--- config.mk ---
export PLATFORM = sky130hd
export DESIGN_NAME = rjb_top
export DESIGN_NICKNAME = d
export VERILOG_FILES = /design/src/design/rjb_pkg.sv /design/src/design/rjb_dec_if.sv /design/src/design/rjb_decode.sv /design/src/design/rjb_top.sv
export SDC_FILE = /design/constraint.sdc
export NUM_CORES = 1
export LEC_CHECK = 0
export BUFFER_PORTS_ARGS = -buffer_cell sky130_fd_sc_hd__buf_2
export CAP_MARGIN = 20
export CORE_ASPECT_RATIO = 0.5
export CORE_MARGIN = 2
export CORE_UTILIZATION = 40
export DETAILED_ROUTE_END_ITERATION = 12
export PLACE_DENSITY = 0.78
export SYNTH_ARGS = -nofsm -noshare
export SYNTH_HDL_FRONTEND = slang
export SYNTH_HIERARCHICAL = 1
export SYNTH_SLANG_ARGS = --single-unit
--- constraint.sdc ---
create_clock -name clk_in -period 5.99 [get_ports clk_in]
set_input_delay 1.4975 -clock clk_in [delete_from_list [all_inputs] [get_ports clk_in]]
set_output_delay 1.4975 -clock clk_in [all_outputs]
set_load 0.02 [all_outputs]
--- src/design/rjb_pkg.sv ---
// constants, register map and state type for the register jump barrier unit
package rjb_pkg;

   ////////////////////////////////////////////////////////////////////////////////
   // datapath widths
   localparam int          XLEN          = 64;
   localparam int          INSTR_W       = 32;
   localparam int          REG_IDX_W     = 5;
   localparam int          INDEX_W       = 26;
   localparam int          ISA_CFG_W     = 2;

   ////////////////////////////////////////////////////////////////////////////////
   // instruction field positions and encodings
   localparam int          OP_LSB        = 26;
   localparam int          RS_LSB        = 21;
   localparam int          RT_LSB        = 16;
   localparam int          RD_LSB        = 11;
   localparam int          FN_LSB        = 0;
   localparam int          HB_BIT        = 10;
   localparam logic [5:0]  OP_SPECIAL    = 6'h00;
   localparam logic [5:0]  OP_MODE_XCHG  = 6'h1d;
   localparam logic [5:0]  FN_REG_JUMP   = 6'h09;
   localparam logic [4:0]  ZERO_REG      = 5'h00;
   localparam logic [4:0]  LINK_REG_31   = 5'h1f;

   ////////////////////////////////////////////////////////////////////////////////
   // address arithmetic
   localparam logic [XLEN-1:0] LINK_OFS  = 64'h0000_0000_0000_0008;
   localparam logic [XLEN-1:0] SLOT_OFS  = 64'h0000_0000_0000_0004;
   localparam int          REGION_LSB    = 28;
   localparam int          ALIGN_SHIFT   = 2;

   ////////////////////////////////////////////////////////////////////////////////
   // register map, byte addresses
   localparam int          AVS_ADDR_W    = 4;
   localparam logic [3:0]  REG_CTRL      = 4'h0;
   localparam logic [3:0]  REG_STATUS    = 4'h4;
   localparam logic [3:0]  REG_TGT_LO    = 4'h8;
   localparam logic [3:0]  REG_TGT_HI    = 4'hc;
   localparam int          CTRL_CA_BIT   = 0;
   localparam int          CTRL_ISA_LSB  = 1;
   localparam int          CTRL_R6_BIT   = 3;
   localparam int          CTRL_W        = 4;
   localparam logic [3:0]  CTRL_RESET    = 4'h0;
   localparam int          STAT_MODE_BIT = 0;
   localparam int          STAT_BUSY_BIT = 1;
   localparam int          STAT_BAR_BIT  = 2;

   typedef enum {RJB_IDLE, RJB_SLOT, RJB_GO} rjb_state_e;

endpackage : rjb_pkg

--- src/design/rjb_dec_if.sv ---
// decoded jump fields passed from the decoder to the jump control
`timescale 1ns/1ps
interface rjb_dec_if;
   import rjb_pkg::*;
   logic [INSTR_W-1:0]   instr;
   logic                 is_reg_jump;
   logic                 is_xchg;
   logic                 barrier;
   logic [REG_IDX_W-1:0] src_idx;
   logic [REG_IDX_W-1:0] link_idx;
   logic [INDEX_W-1:0]   index;

   modport dec (input instr, output is_reg_jump, is_xchg, barrier, src_idx, link_idx, index);
   modport use_side (output instr, input is_reg_jump, is_xchg, barrier, src_idx, link_idx, index);
endinterface : rjb_dec_if

--- src/design/rjb_decode.sv ---
// instruction field decoder for the register and mode exchange jumps
`timescale 1ns/1ps
module rjb_decode (
   rjb_dec_if.dec d
);
   import rjb_pkg::*;

   wire [5:0]           op_w    = d.instr[OP_LSB +: 6];
   wire [5:0]           fn_w    = d.instr[FN_LSB +: 6];
   wire [REG_IDX_W-1:0] rt_w    = d.instr[RT_LSB +: REG_IDX_W];

   // plain barrier jump is the link form with link index zero
   assign d.is_reg_jump = (op_w == OP_SPECIAL) && (fn_w == FN_REG_JUMP) && (rt_w == ZERO_REG); // RULE_13
   assign d.barrier     = d.instr[HB_BIT]; // RULE_08
   assign d.is_xchg     = (op_w == OP_MODE_XCHG); // RULE_18
   assign d.src_idx     = d.instr[RS_LSB +: REG_IDX_W];
   assign d.link_idx    = d.is_xchg ? LINK_REG_31 : d.instr[RD_LSB +: REG_IDX_W];
   assign d.index       = d.instr[0 +: INDEX_W];

endmodule : rjb_decode

--- src/design/rjb_top.sv ---
// jump control for register jumps with hazard barrier and mode exchange jumps
// Overview of operation
// (RULE_01) register jump writes current address plus 8 to the link register
// (RULE_02) without compressed sets, target is full source; misalignment faults at fetch
// (RULE_03) with compressed sets, mode takes source bit 0 and target bit 0 clears
// (RULE_04) both config fields zero selects raw source; otherwise cleared bit 0 and mode
// (RULE_05) delay slot instruction executes before control reaches the target
// (RULE_06) barrier resolves earlier hazards before the target is fetched and decoded
// (RULE_07) barrier jump is accepted in every operating mode, no privilege check
// (RULE_08) instruction bit 10 selects the hazard barrier variant
// (RULE_09) only hazards from instructions before the jump are cleared, not the slot
// (RULE_10) current generation raises reserved instruction for a transfer op in a slot
// (RULE_11) software must not use equal source and link register fields
// (RULE_12) compressed core: target bit0 zero and bit1 one faults at fetch
// (RULE_13) plain barrier jump decodes as link form with link index zero
// (RULE_14) software clears instruction hazards before running rewritten code
// (RULE_15) mode exchange jump links to register 31 with bit 0 as mode
// (RULE_16) exchange target: slot address upper bits, index shifted left by 2
// (RULE_17) exchange jump inverts the instruction set mode at the transfer
// (RULE_18) exchange opcode 011101 raises reserved instruction with no compressed set
// (RULE_19) current generation does not decode the mode exchange jump
// (RULE_20) link and target are as wide as the general registers
`timescale 1ns/1ps
module rjb_top #(
   parameter int XLEN_P = rjb_pkg::XLEN
) (
   input  wire logic                          clk_in,
   input  wire logic                          rst_in,
   input  wire logic [rjb_pkg::AVS_ADDR_W-1:0] avs_address_in,
   input  wire logic                          avs_read_in,
   input  wire logic                          avs_write_in,
   input  wire logic [31:0]                   avs_writedata_in,
   input  wire logic [3:0]                    avs_byteenable_in,
   output logic      [31:0]                   avs_readdata_out,
   output logic                               avs_waitrequest_out,
   input  wire logic                          instr_valid_in,
   input  wire logic [rjb_pkg::INSTR_W-1:0]   instr_in,
   input  wire logic [XLEN_P-1:0]             pc_in,
   input  wire logic [XLEN_P-1:0]             src_val_in,
   input  wire logic                          slot_is_cti_in,
   input  wire logic                          hazard_busy_in,
   output logic                               issue_ready_out,
   output logic [rjb_pkg::REG_IDX_W-1:0]      src_idx_out,
   output logic                               link_we_out,
   output logic [rjb_pkg::REG_IDX_W-1:0]      link_idx_out,
   output logic [XLEN_P-1:0]                  link_val_out,
   output logic                               redirect_out,
   output logic [XLEN_P-1:0]                  target_out,
   output logic                               isa_mode_out,
   output logic                               fetch_addr_err_out,
   output logic                               resv_instr_exc_out,
   output logic                               hazard_clear_out,
   output logic                               barrier_done_out
);
   import rjb_pkg::*;

   ////////////////////////////////////////////////////////////////////////////////
   // decoder
   rjb_dec_if dec ();
   assign dec.instr = instr_in;
   rjb_decode u_decode (
      .d (dec.dec)
   );

   ////////////////////////////////////////////////////////////////////////////////
   // register bus slave: one wait cycle, read data registered
   logic [CTRL_W-1:0] ctrl_q;
   logic              ack_q;
   logic [31:0]       rdata_q;
   logic              mode_q;
   logic [XLEN_P-1:0] tgt_q;
   rjb_state_e        state_q;
   logic              barrier_q;

   wire               bus_req   = avs_read_in | avs_write_in;
   wire               wr_fire   = avs_write_in & ack_q;
   wire               rd_load   = avs_read_in & ~ack_q;
   wire               ctrl_wr   = wr_fire & (avs_address_in == REG_CTRL) & avs_byteenable_in[0];
   wire               code_ca   = ctrl_q[CTRL_CA_BIT];
   wire [ISA_CFG_W-1:0] isa_cfg = ctrl_q[CTRL_ISA_LSB +: ISA_CFG_W];
   wire               gen_r6    = ctrl_q[CTRL_R6_BIT];
   wire               compressed = (isa_cfg != '0) | code_ca; // RULE_04
   wire [31:0]        stat_word = {29'h0, barrier_q, (state_q != RJB_IDLE), mode_q};
   wire [31:0]        rd_mux    = (avs_address_in == REG_CTRL)   ? {{(32-CTRL_W){1'b0}}, ctrl_q} :
                                  (avs_address_in == REG_STATUS) ? stat_word :
                                  (avs_address_in == REG_TGT_LO) ? tgt_q[31:0] :
                                  (avs_address_in == REG_TGT_HI) ? tgt_q[XLEN_P-1:32] : 32'h0;

   assign avs_waitrequest_out = bus_req & ~ack_q;
   assign avs_readdata_out    = rdata_q;

   always_ff @(posedge clk_in) begin
      if (rst_in) begin
         ack_q   <= 1'b0;
         rdata_q <= 32'h0;
         ctrl_q  <= CTRL_RESET;
      end else begin
         ack_q <= bus_req & ~ack_q;
         if (rd_load) begin
            rdata_q <= rd_mux;
         end
         if (ctrl_wr) begin
            ctrl_q <= avs_writedata_in[CTRL_W-1:0];
         end
      end
   end

   ////////////////////////////////////////////////////////////////////////////////
   // jump acceptance and target computation
   // no privilege input exists: the barrier jump is legal in every mode  RULE_07
   // equal source and link fields are left to software  RULE_11
   // rewritten code is only safe after software issues a barrier  RULE_14
   wire               xchg_legal = dec.is_xchg & ~gen_r6; // RULE_19
   wire               xchg_ri    = xchg_legal & ~compressed; // RULE_18
   wire               jump_kind  = dec.is_reg_jump | (xchg_legal & compressed);
   wire               take       = instr_valid_in & (state_q == RJB_IDLE) & jump_kind;
   wire               take_ri    = instr_valid_in & (state_q == RJB_IDLE) & xchg_ri;
   wire               slot_cti   = slot_is_cti_in | dec.is_reg_jump | xchg_legal;
   wire               slot_seen  = instr_valid_in & (state_q == RJB_SLOT);
   wire               slot_abort = slot_seen & gen_r6 & slot_cti; // RULE_10
   wire               go_fire    = (state_q == RJB_GO) & ~(barrier_q & hazard_busy_in); // RULE_06

   // full register width link and target paths  RULE_20
   wire [XLEN_P-1:0]  link_sum   = pc_in + XLEN_P'(LINK_OFS); // RULE_01
   wire [XLEN_P-1:0]  slot_pc    = pc_in + XLEN_P'(SLOT_OFS);
   wire [XLEN_P-1:0]  reg_tgt    = compressed ? {src_val_in[XLEN_P-1:1], 1'b0} : src_val_in; // RULE_03
   wire               reg_mode   = compressed ? src_val_in[0] : mode_q; // RULE_04
   wire [XLEN_P-1:0]  xchg_tgt   = {slot_pc[XLEN_P-1:REGION_LSB], dec.index, {ALIGN_SHIFT{1'b0}}}; // RULE_16
   wire [XLEN_P-1:0]  new_tgt    = dec.is_xchg ? xchg_tgt : reg_tgt;
   wire               new_mode   = dec.is_xchg ? ~mode_q : reg_mode; // RULE_17
   wire [XLEN_P-1:0]  new_link   = dec.is_xchg ? {link_sum[XLEN_P-1:1], mode_q} : link_sum; // RULE_15
   // misaligned targets are reported with the target fetch, not at the jump
   wire               fault_unc  = (new_tgt[1:0] != 2'h0); // RULE_02
   wire               fault_cmp  = ~new_mode & new_tgt[1]; // RULE_12
   wire               new_fault  = compressed ? fault_cmp : fault_unc;

   logic              mode_n_q;
   logic              fault_q;
   logic              xchg_q;

   always_ff @(posedge clk_in) begin
      if (rst_in) begin
         tgt_q     <= '0;
         mode_n_q  <= 1'b0;
         fault_q   <= 1'b0;
         barrier_q <= 1'b0;
         xchg_q    <= 1'b0;
      end else if (take) begin
         tgt_q     <= new_tgt;
         mode_n_q  <= new_mode;
         fault_q   <= new_fault;
         barrier_q <= dec.is_reg_jump & dec.barrier; // RULE_08
         xchg_q    <= dec.is_xchg;
      end
   end

   ////////////////////////////////////////////////////////////////////////////////
   // sequencing: jump, delay slot, transfer
   always_ff @(posedge clk_in) begin
      if (rst_in) begin
         state_q <= RJB_IDLE;
      end else begin
         case (state_q)
            RJB_IDLE: begin
               if (take) begin
                  state_q <= RJB_SLOT;
               end
            end
            RJB_SLOT: begin
               // the slot instruction must pass before the transfer  RULE_05
               if (slot_abort) begin
                  state_q <= RJB_IDLE;
               end else if (slot_seen) begin
                  state_q <= RJB_GO;
               end
            end
            RJB_GO: begin
               if (go_fire) begin
                  state_q <= RJB_IDLE;
               end
            end
            default: begin
               state_q <= RJB_IDLE;
            end
         endcase
      end
   end

   ////////////////////////////////////////////////////////////////////////////////
   // registered outputs; issue ready and source index are combinational
   logic                 link_we_q;
   logic [REG_IDX_W-1:0] link_idx_q;
   logic [XLEN_P-1:0]    link_val_q;
   logic                 redirect_q;
   logic                 ae_q;
   logic                 ri_q;
   logic                 hz_clear_q;
   logic                 bar_done_q;

   always_ff @(posedge clk_in) begin
      if (rst_in) begin
         link_we_q  <= 1'b0;
         link_idx_q <= ZERO_REG;
         link_val_q <= '0;
         redirect_q <= 1'b0;
         ae_q       <= 1'b0;
         ri_q       <= 1'b0;
         hz_clear_q <= 1'b0;
         bar_done_q <= 1'b0;
         mode_q     <= 1'b0;
      end else begin
         link_we_q  <= take & (dec.link_idx != ZERO_REG); // RULE_13
         if (take) begin
            link_idx_q <= dec.link_idx;
            link_val_q <= new_link; // RULE_01
         end
         // hazard snapshot taken at the jump, so slot-made hazards stay  RULE_09
         hz_clear_q <= take & dec.is_reg_jump & dec.barrier;
         redirect_q <= go_fire;
         ae_q       <= go_fire & fault_q;
         bar_done_q <= go_fire & barrier_q; // RULE_06
         ri_q       <= take_ri | slot_abort; // RULE_10
         if (go_fire) begin
            mode_q <= mode_n_q; // RULE_17
         end
      end
   end

   assign issue_ready_out    = (state_q != RJB_GO);
   assign src_idx_out        = dec.src_idx;
   assign link_we_out        = link_we_q;
   assign link_idx_out       = link_idx_q;
   assign link_val_out       = link_val_q;
   assign redirect_out       = redirect_q;
   assign target_out         = tgt_q;
   assign isa_mode_out       = mode_q;
   assign fetch_addr_err_out = ae_q;
   assign resv_instr_exc_out = ri_q;
   assign hazard_clear_out   = hz_clear_q;
   assign barrier_done_out   = bar_done_q;
endmodule : rjb_top

After elaboration in Yosys (flattened, before gate mapping) --
Index checks and enable logic that the tools add are counted.
Operators by class: bitwise gates (word level) 35, $add $sub $neg 2, equality and inequality tests 13, reduce and logical (&&, ||, !) cells 12, muxes and demuxes 16
Operator list (number):
- $mux W32 | 8
- $pmux W32 S3 | 1
- $add A64 B3 Y64 const B | 1
- $add A64 B4 Y64 const B | 1
- $eq A32 B2 Y1 const B | 2
- $logic_not A32 Y1 | 2
- $mux W64 | 1
- $eq A32 B1 Y1 const B | 1
- $eq A32 B3 Y1 const B | 1
- $ne A32 B3 Y1 const B | 1
- $reduce_bool A32 Y1 | 1
- $and A1 B1 Y1 | 23
- $eq A4 B4 Y1 const B | 2
- $eq A6 B4 Y1 const B | 1
- $eq A6 B5 Y1 const B | 1
- $logic_not A6 Y1 | 1
- $not A1 Y1 | 6
- $or A1 B1 Y1 | 6
- $logic_not A5 Y1 | 1
- $mux W1 | 5
- $mux W5 | 1
- $reduce_bool A5 Y1 | 1
- $eq A4 B3 Y1 const B | 1
- $logic_not A4 Y1 | 1
- 5 further kinds | 8
Storage, ports and cells: flip-flop bits (word level) 212, output and inout port bits 179, word-level logic and storage cells 95

Depth between registers and ports, before layout --
word-level depth 8, mapped depth 10, mapped depth without buffers 8

Hierarchy --
Netlist, hierarchy kept.
By module, submodules not included:
- rjb_top | cells each 1118, times used 1, sequential area each 3643.5 um^2, area each 9183.8 um^2
- rjb_decode | cells each 45, times used 1, sequential area each 0.0 um^2, area each 334.1 um^2

Worst setup path before layout --
OpenSTA, ideal clock, no wires.
path type input to output, start point input avs_write_in, end point output avs_waitrequest_out, stages 2, required time 4.493 ns, path slack 2.679 ns, arrival time 1.814 ns, path through nor2_1 > nor2_1
On the way: cells in the longest elaborated chain, start to end 2
Ends and longest elaborated chain:
- from (decl) | RTL line rjb_top.sv:31 | input wire logic avs_write_in,
- $or A1 B1 Y1 | RTL line rjb_top.sv:75 | wire bus_req = avs_read_in | avs_write_in;
- $and A1 B1 Y1 | RTL line rjb_top.sv:89 | assign avs_waitrequest_out = bus_req & ~ack_q;
- to (decl) | RTL line rjb_top.sv:35 | output logic avs_waitrequest_out,
No other way between the ends.

Worst setup path after layout --
start point input instr_in[30] (netlist name), end point register link_val_q[24], in the netlist link_val_out[24]
On the way: cells in the longest elaborated chain, start to end 5
Ends and longest elaborated chain:
- from (decl) | RTL line rjb_top.sv:37 | input wire logic [rjb_pkg::INSTR_W-1:0] instr_in,
- $logic_not A6 Y1 | RTL line rjb_decode.sv:13 | assign d.is_reg_jump = (op_w == OP_SPECIAL) && (fn_w == FN_REG_JUMP) && (rt_w == ZERO_REG);
- $logic_and A1 B1 Y1 (2 in a row) | RTL line rjb_decode.sv:13
- net dec.is_reg_jump | RTL line rjb_dec_if.sv:6 | logic is_reg_jump;
- $or A1 B1 Y1 | RTL line rjb_top.sv:115 | wire jump_kind = dec.is_reg_jump | (xchg_legal & compressed);
- $and A1 B1 Y1 | RTL line rjb_top.sv:116 | wire take = instr_valid_in & (state_q == RJB_IDLE) & jump_kind;
- to (signal assigned) | RTL line rjb_top.sv:215 | link_val_q <= new_link;
- to (decl) | RTL line rjb_top.sv:193 | logic [XLEN_P-1:0] link_val_q;
The timed path passes the listed nets, and every way through them passes these cells. A chain may end at the register's enable or synchronous reset.

==> flow_summary.json <==
{
  "ys_types": 55,
  "ys_seq_elements": 182,
  "pwr-share-seq_pct": 47.6,
  "hpwl_microns": 26500,
  "post_cts_buffers": 0,
  "m1WireLength_microns": 15700,
  "slew_viol_final": 0,
  "swShare_pct": 25.0,
  "grt_pass1_vias": 9019,
  "dieArea_sq_um": 25100,
  "setup.worst_path.class": "input pin to flip-flop",
  "ctsHoldBuffers": 0,
  "yosysTopAreaCell": "dfxtp_1",
  "drive_above_1_share_pct": 30.2,
  "status": "finished, final reports clean",
  "drt-wirelength-per-cell_microns": 20.0,
  "synth_warnings": 6,
  "crit_required_ns": 6.33,
  "power.leakage_nw": 4.78,
  "setup-violations-final": 0,
  "synth.area.top_cells": "dfxtp_1 38%, nor2_1 7.1%, xnor2_1 6.1%",
  "ys_seq_area_share_pct": 38.3,
  "path_max_fanout": 80,
  "p_clk_share_pct": 43.8,
  "clock.fmax_ghz": 0.237,
  "htreeDepth": 4,
  "yosysTopAreaCellShare_pct": 38.3,
  "top_layer": "met4",
  "fin_nets": 1640,
  "arrival_ns": 4.56,
  "grt_setup_unrepaired": "no",
  "crit_buf_inv": 2,
  "syn-cell-area_sq_um": 9520,
  "whs_endpoint": "link_idx_out[0]",
  "yosys-top-cells-count": "182 x dfxtp_1, 179 x nor2_1, 107 x a21oi_1, 66 x xnor2_1, 53 x a211oi_1",
  "syn_avg_cell_area_sq_um": 8.18,
  "cp_slowest_cell": "and2_4",
  "skew_ns": 0.0107,
  "crit_family": "simple AND/OR/NAND/NOR gates",
  "synth_ff_type": "dfxtp_1",
  "io_pins": 386,
  "syn_to_final_growth_pct": 23.6,
  "fp.dieH_microns": 113,
  "period_needed_ns": 4.21,
  "overflow": 0,
  "initial_utilization_pct": 41.2,
  "path_cells": "buf_2, nor4b_1, nand4_1, nor4_2, a31o_2, and2_4, buf_4, nor2_1, a211oi_1",
  "numCtsBuffers": 17,
  "r2r-end": "link_val_out[24]",
  "reg2reg_slack_ns": 3.45,
  "synth_edf_count": 0,
  "maxSlewHeadroom_pct": 39.4,
  "grt_first_pass_wirelength_microns": 52600,
  "clk_path_buf_depth": 2,
  "cts-root-buf": "clkbuf_16",
  "syn_nets": 1371,
  "coreArea_sq_um": 23100,
  "reg2reg_from": "state_q[1]",
  "end_kind": "flip-flop",
  "clk_pin_slew_ns": 0.06,
  "start_kind": "input pin",
  "p_total_mw": 2.54,
  "vias_per_cell": 5.62,
  "fin_area_sq_um": 11800,
  "grt_start_max_net_pins": 85,
  "final-hold-violation-count": 0,
  "drt_pre_antenna_iters": 6,
  "drcViolationCount": 0,
  "grt_usage_pct": 27.2,
  "dr_wl_met2_microns": 15200,
  "p_sw_mw": 0.636,
  "async_reset_ff_share_pct": 0,
  "gp_congestion": 0.968,
  "cts_resized": 0,
  "min_path_cells": 2,
  "synthCells": 1163,
  "combPwrFrac_pct": 8.6,
  "drt_wl_total_microns": 35100,
  "tightest_slew_ns": 0.909,
  "synthMostInstantiatedCell": "dfxtp_1",
  "cpPeakStageDelay_ns": 0.66,
  "power_density_nw_per_um2": 216,
  "rows": 39,
  "ir_worst_vdd_v": 0.000188,
  "met3WireLength_microns": 2800,
  "intPower_mw": 1.91,
  "cap_violations": 0,
  "vias": 9860,
  "cts_tree": "yes",
  "antenna_found_initial": 4,
  "insertion_delay_ns": 0.44,
  "dpl-instance-area_sq_um": 11200,
  "cts_num_sinks": 182,
  "holdCritPathClass": "flip-flop to flip-flop",
  "ant_nets": 0,
  "die_w_microns": 222,
  "portBuffers": 354,
  "drtIter0Drc": 1238,
  "setup_tns_ns": 0,
  "fin_crit_sh_pct": 70.3,
  "min_from": "link_idx_out[0]",
  "reg2reg_depth": 6
}
==> how the worst max path moves through the flow <==
| stage | slack (ns) | cells past startpoint | to | from |
|---|---|---|---|---|
| after global routing | 1.60 | 9 | link_val_out[24] | instr_in[30] |
| after detailed placement | 1.39 | 9 | link_val_out[24] | instr_in[30] |
| after floorplan | 2.68 | 2 | avs_waitrequest_out | avs_write_in |
| final | 1.78 | 9 | link_val_out[24] | instr_in[30] |
| after CTS | 1.85 | 9 | link_val_out[24] | instr_in[30] |
| after global placement | 1.48 | 9 | link_val_out[24] | instr_in[30] |
==> registers in the layout (all words and copies together), names as in the netlist <==
name / cells
barrier_q: 1
ack_q: 1
ctrl_q: 4
link_we_out: 1
resv_instr_exc_out: 1
fault_q: 1
mode_n_q: 1
state_q: 2
barrier_done_out: 1
target_out: 64
redirect_out: 1
isa_mode_out: 1
link_val_out: 64
avs_readdata_out: 32
link_idx_out: 5
hazard_clear_out: 1
fetch_addr_err_out: 1
==> placed cells by master, fill, tap and decap left out, types with 21 or more instances in the layout <==
master,Yosys,final
nand2_1,49,48
nand3_1,33,33
mux2i_1,33,33
and3_1,31,31
o22ai_1,23,23
nand4_1,36,36
xnor2_1,66,66
a22oi_1,32,32
o21ai_0,51,51
nor2_1,179,179
a21oi_1,107,107
dfxtp_1,182,182
nor3_1,32,31
xor2_1,21,21
a211oi_1,53,53
buf_2,23,353
==> cells by family after synthesis <==
family / synth area share, %
flip-flops: 38.3
AO/OA/AOI/OAI: 18.0
adder cells (fa/ha/maj): 0.131
buffers and inverters: 7.07
XOR/XNOR: 8.01
multiplexers: 4.18
AND/OR/NAND/NOR: 24.3
==> worst register-to-register path: cells and delay by family, from the launching register on <==
family | cells | cell delay, ns
and+or+nand+nor | 4 | 1.33
buffers and inverters | 1 | 0.59
DFF | 1 | 0.33
AOI/OAI and AO/OA | 1 | 0.21
==> metal layers <==
metal	vias to the layer above	track usage (%)
li1	4680	-
met1	4642	36.9
met2	447	41.0
met3	91	6.41
met4	0	12.8
met5	-	0
==> area by class of cell <==
| class | instances | area [sq um] |
|---|---|---|
| inverter | 14 | 52.6 |
| sequential | 182 | 3640 |
| clock inverter | 11 | 125 |
| fill | 2278 | 11300 |
| antenna | 4 | 10.0 |
| tap | 307 | 384 |
| timing repair buffer | 367 | 1880 |
| clock buffer | 21 | 440 |
| multi-input combinational | 850 | 5230 |
==> stage by stage <==
step	hold WS, ns	utilization [%]	setup slack (ns)	cells
after global placement	0.440	48.5	1.48	1720
after floorplan	0.430	-	2.68	1163
after global routing	0.478	51.0	1.60	1756
final	0.453	51.0	1.78	1756
after CTS	0.452	50.9	1.85	1752
after detailed placement	0.444	48.5	1.39	1720
==> power by group through the flow <==
| stage | combinational (mW) | sequential, mW | clock [mW] |
|---|---|---|---|
| 2_1_floorplan | 0.113 | 1.24 | 0 |
| 3_3_place_gp | 0.212 | 1.24 | 0 |
| 3_5_place_dp | 0.213 | 1.24 | 0 |
| 4_1_cts | 0.215 | 1.21 | 1.13 |
| 5_1_grt | 0.234 | 1.21 | 1.18 |
| 6_report | 0.218 | 1.21 | 1.12 |
(Power assumes the default switching activity.)
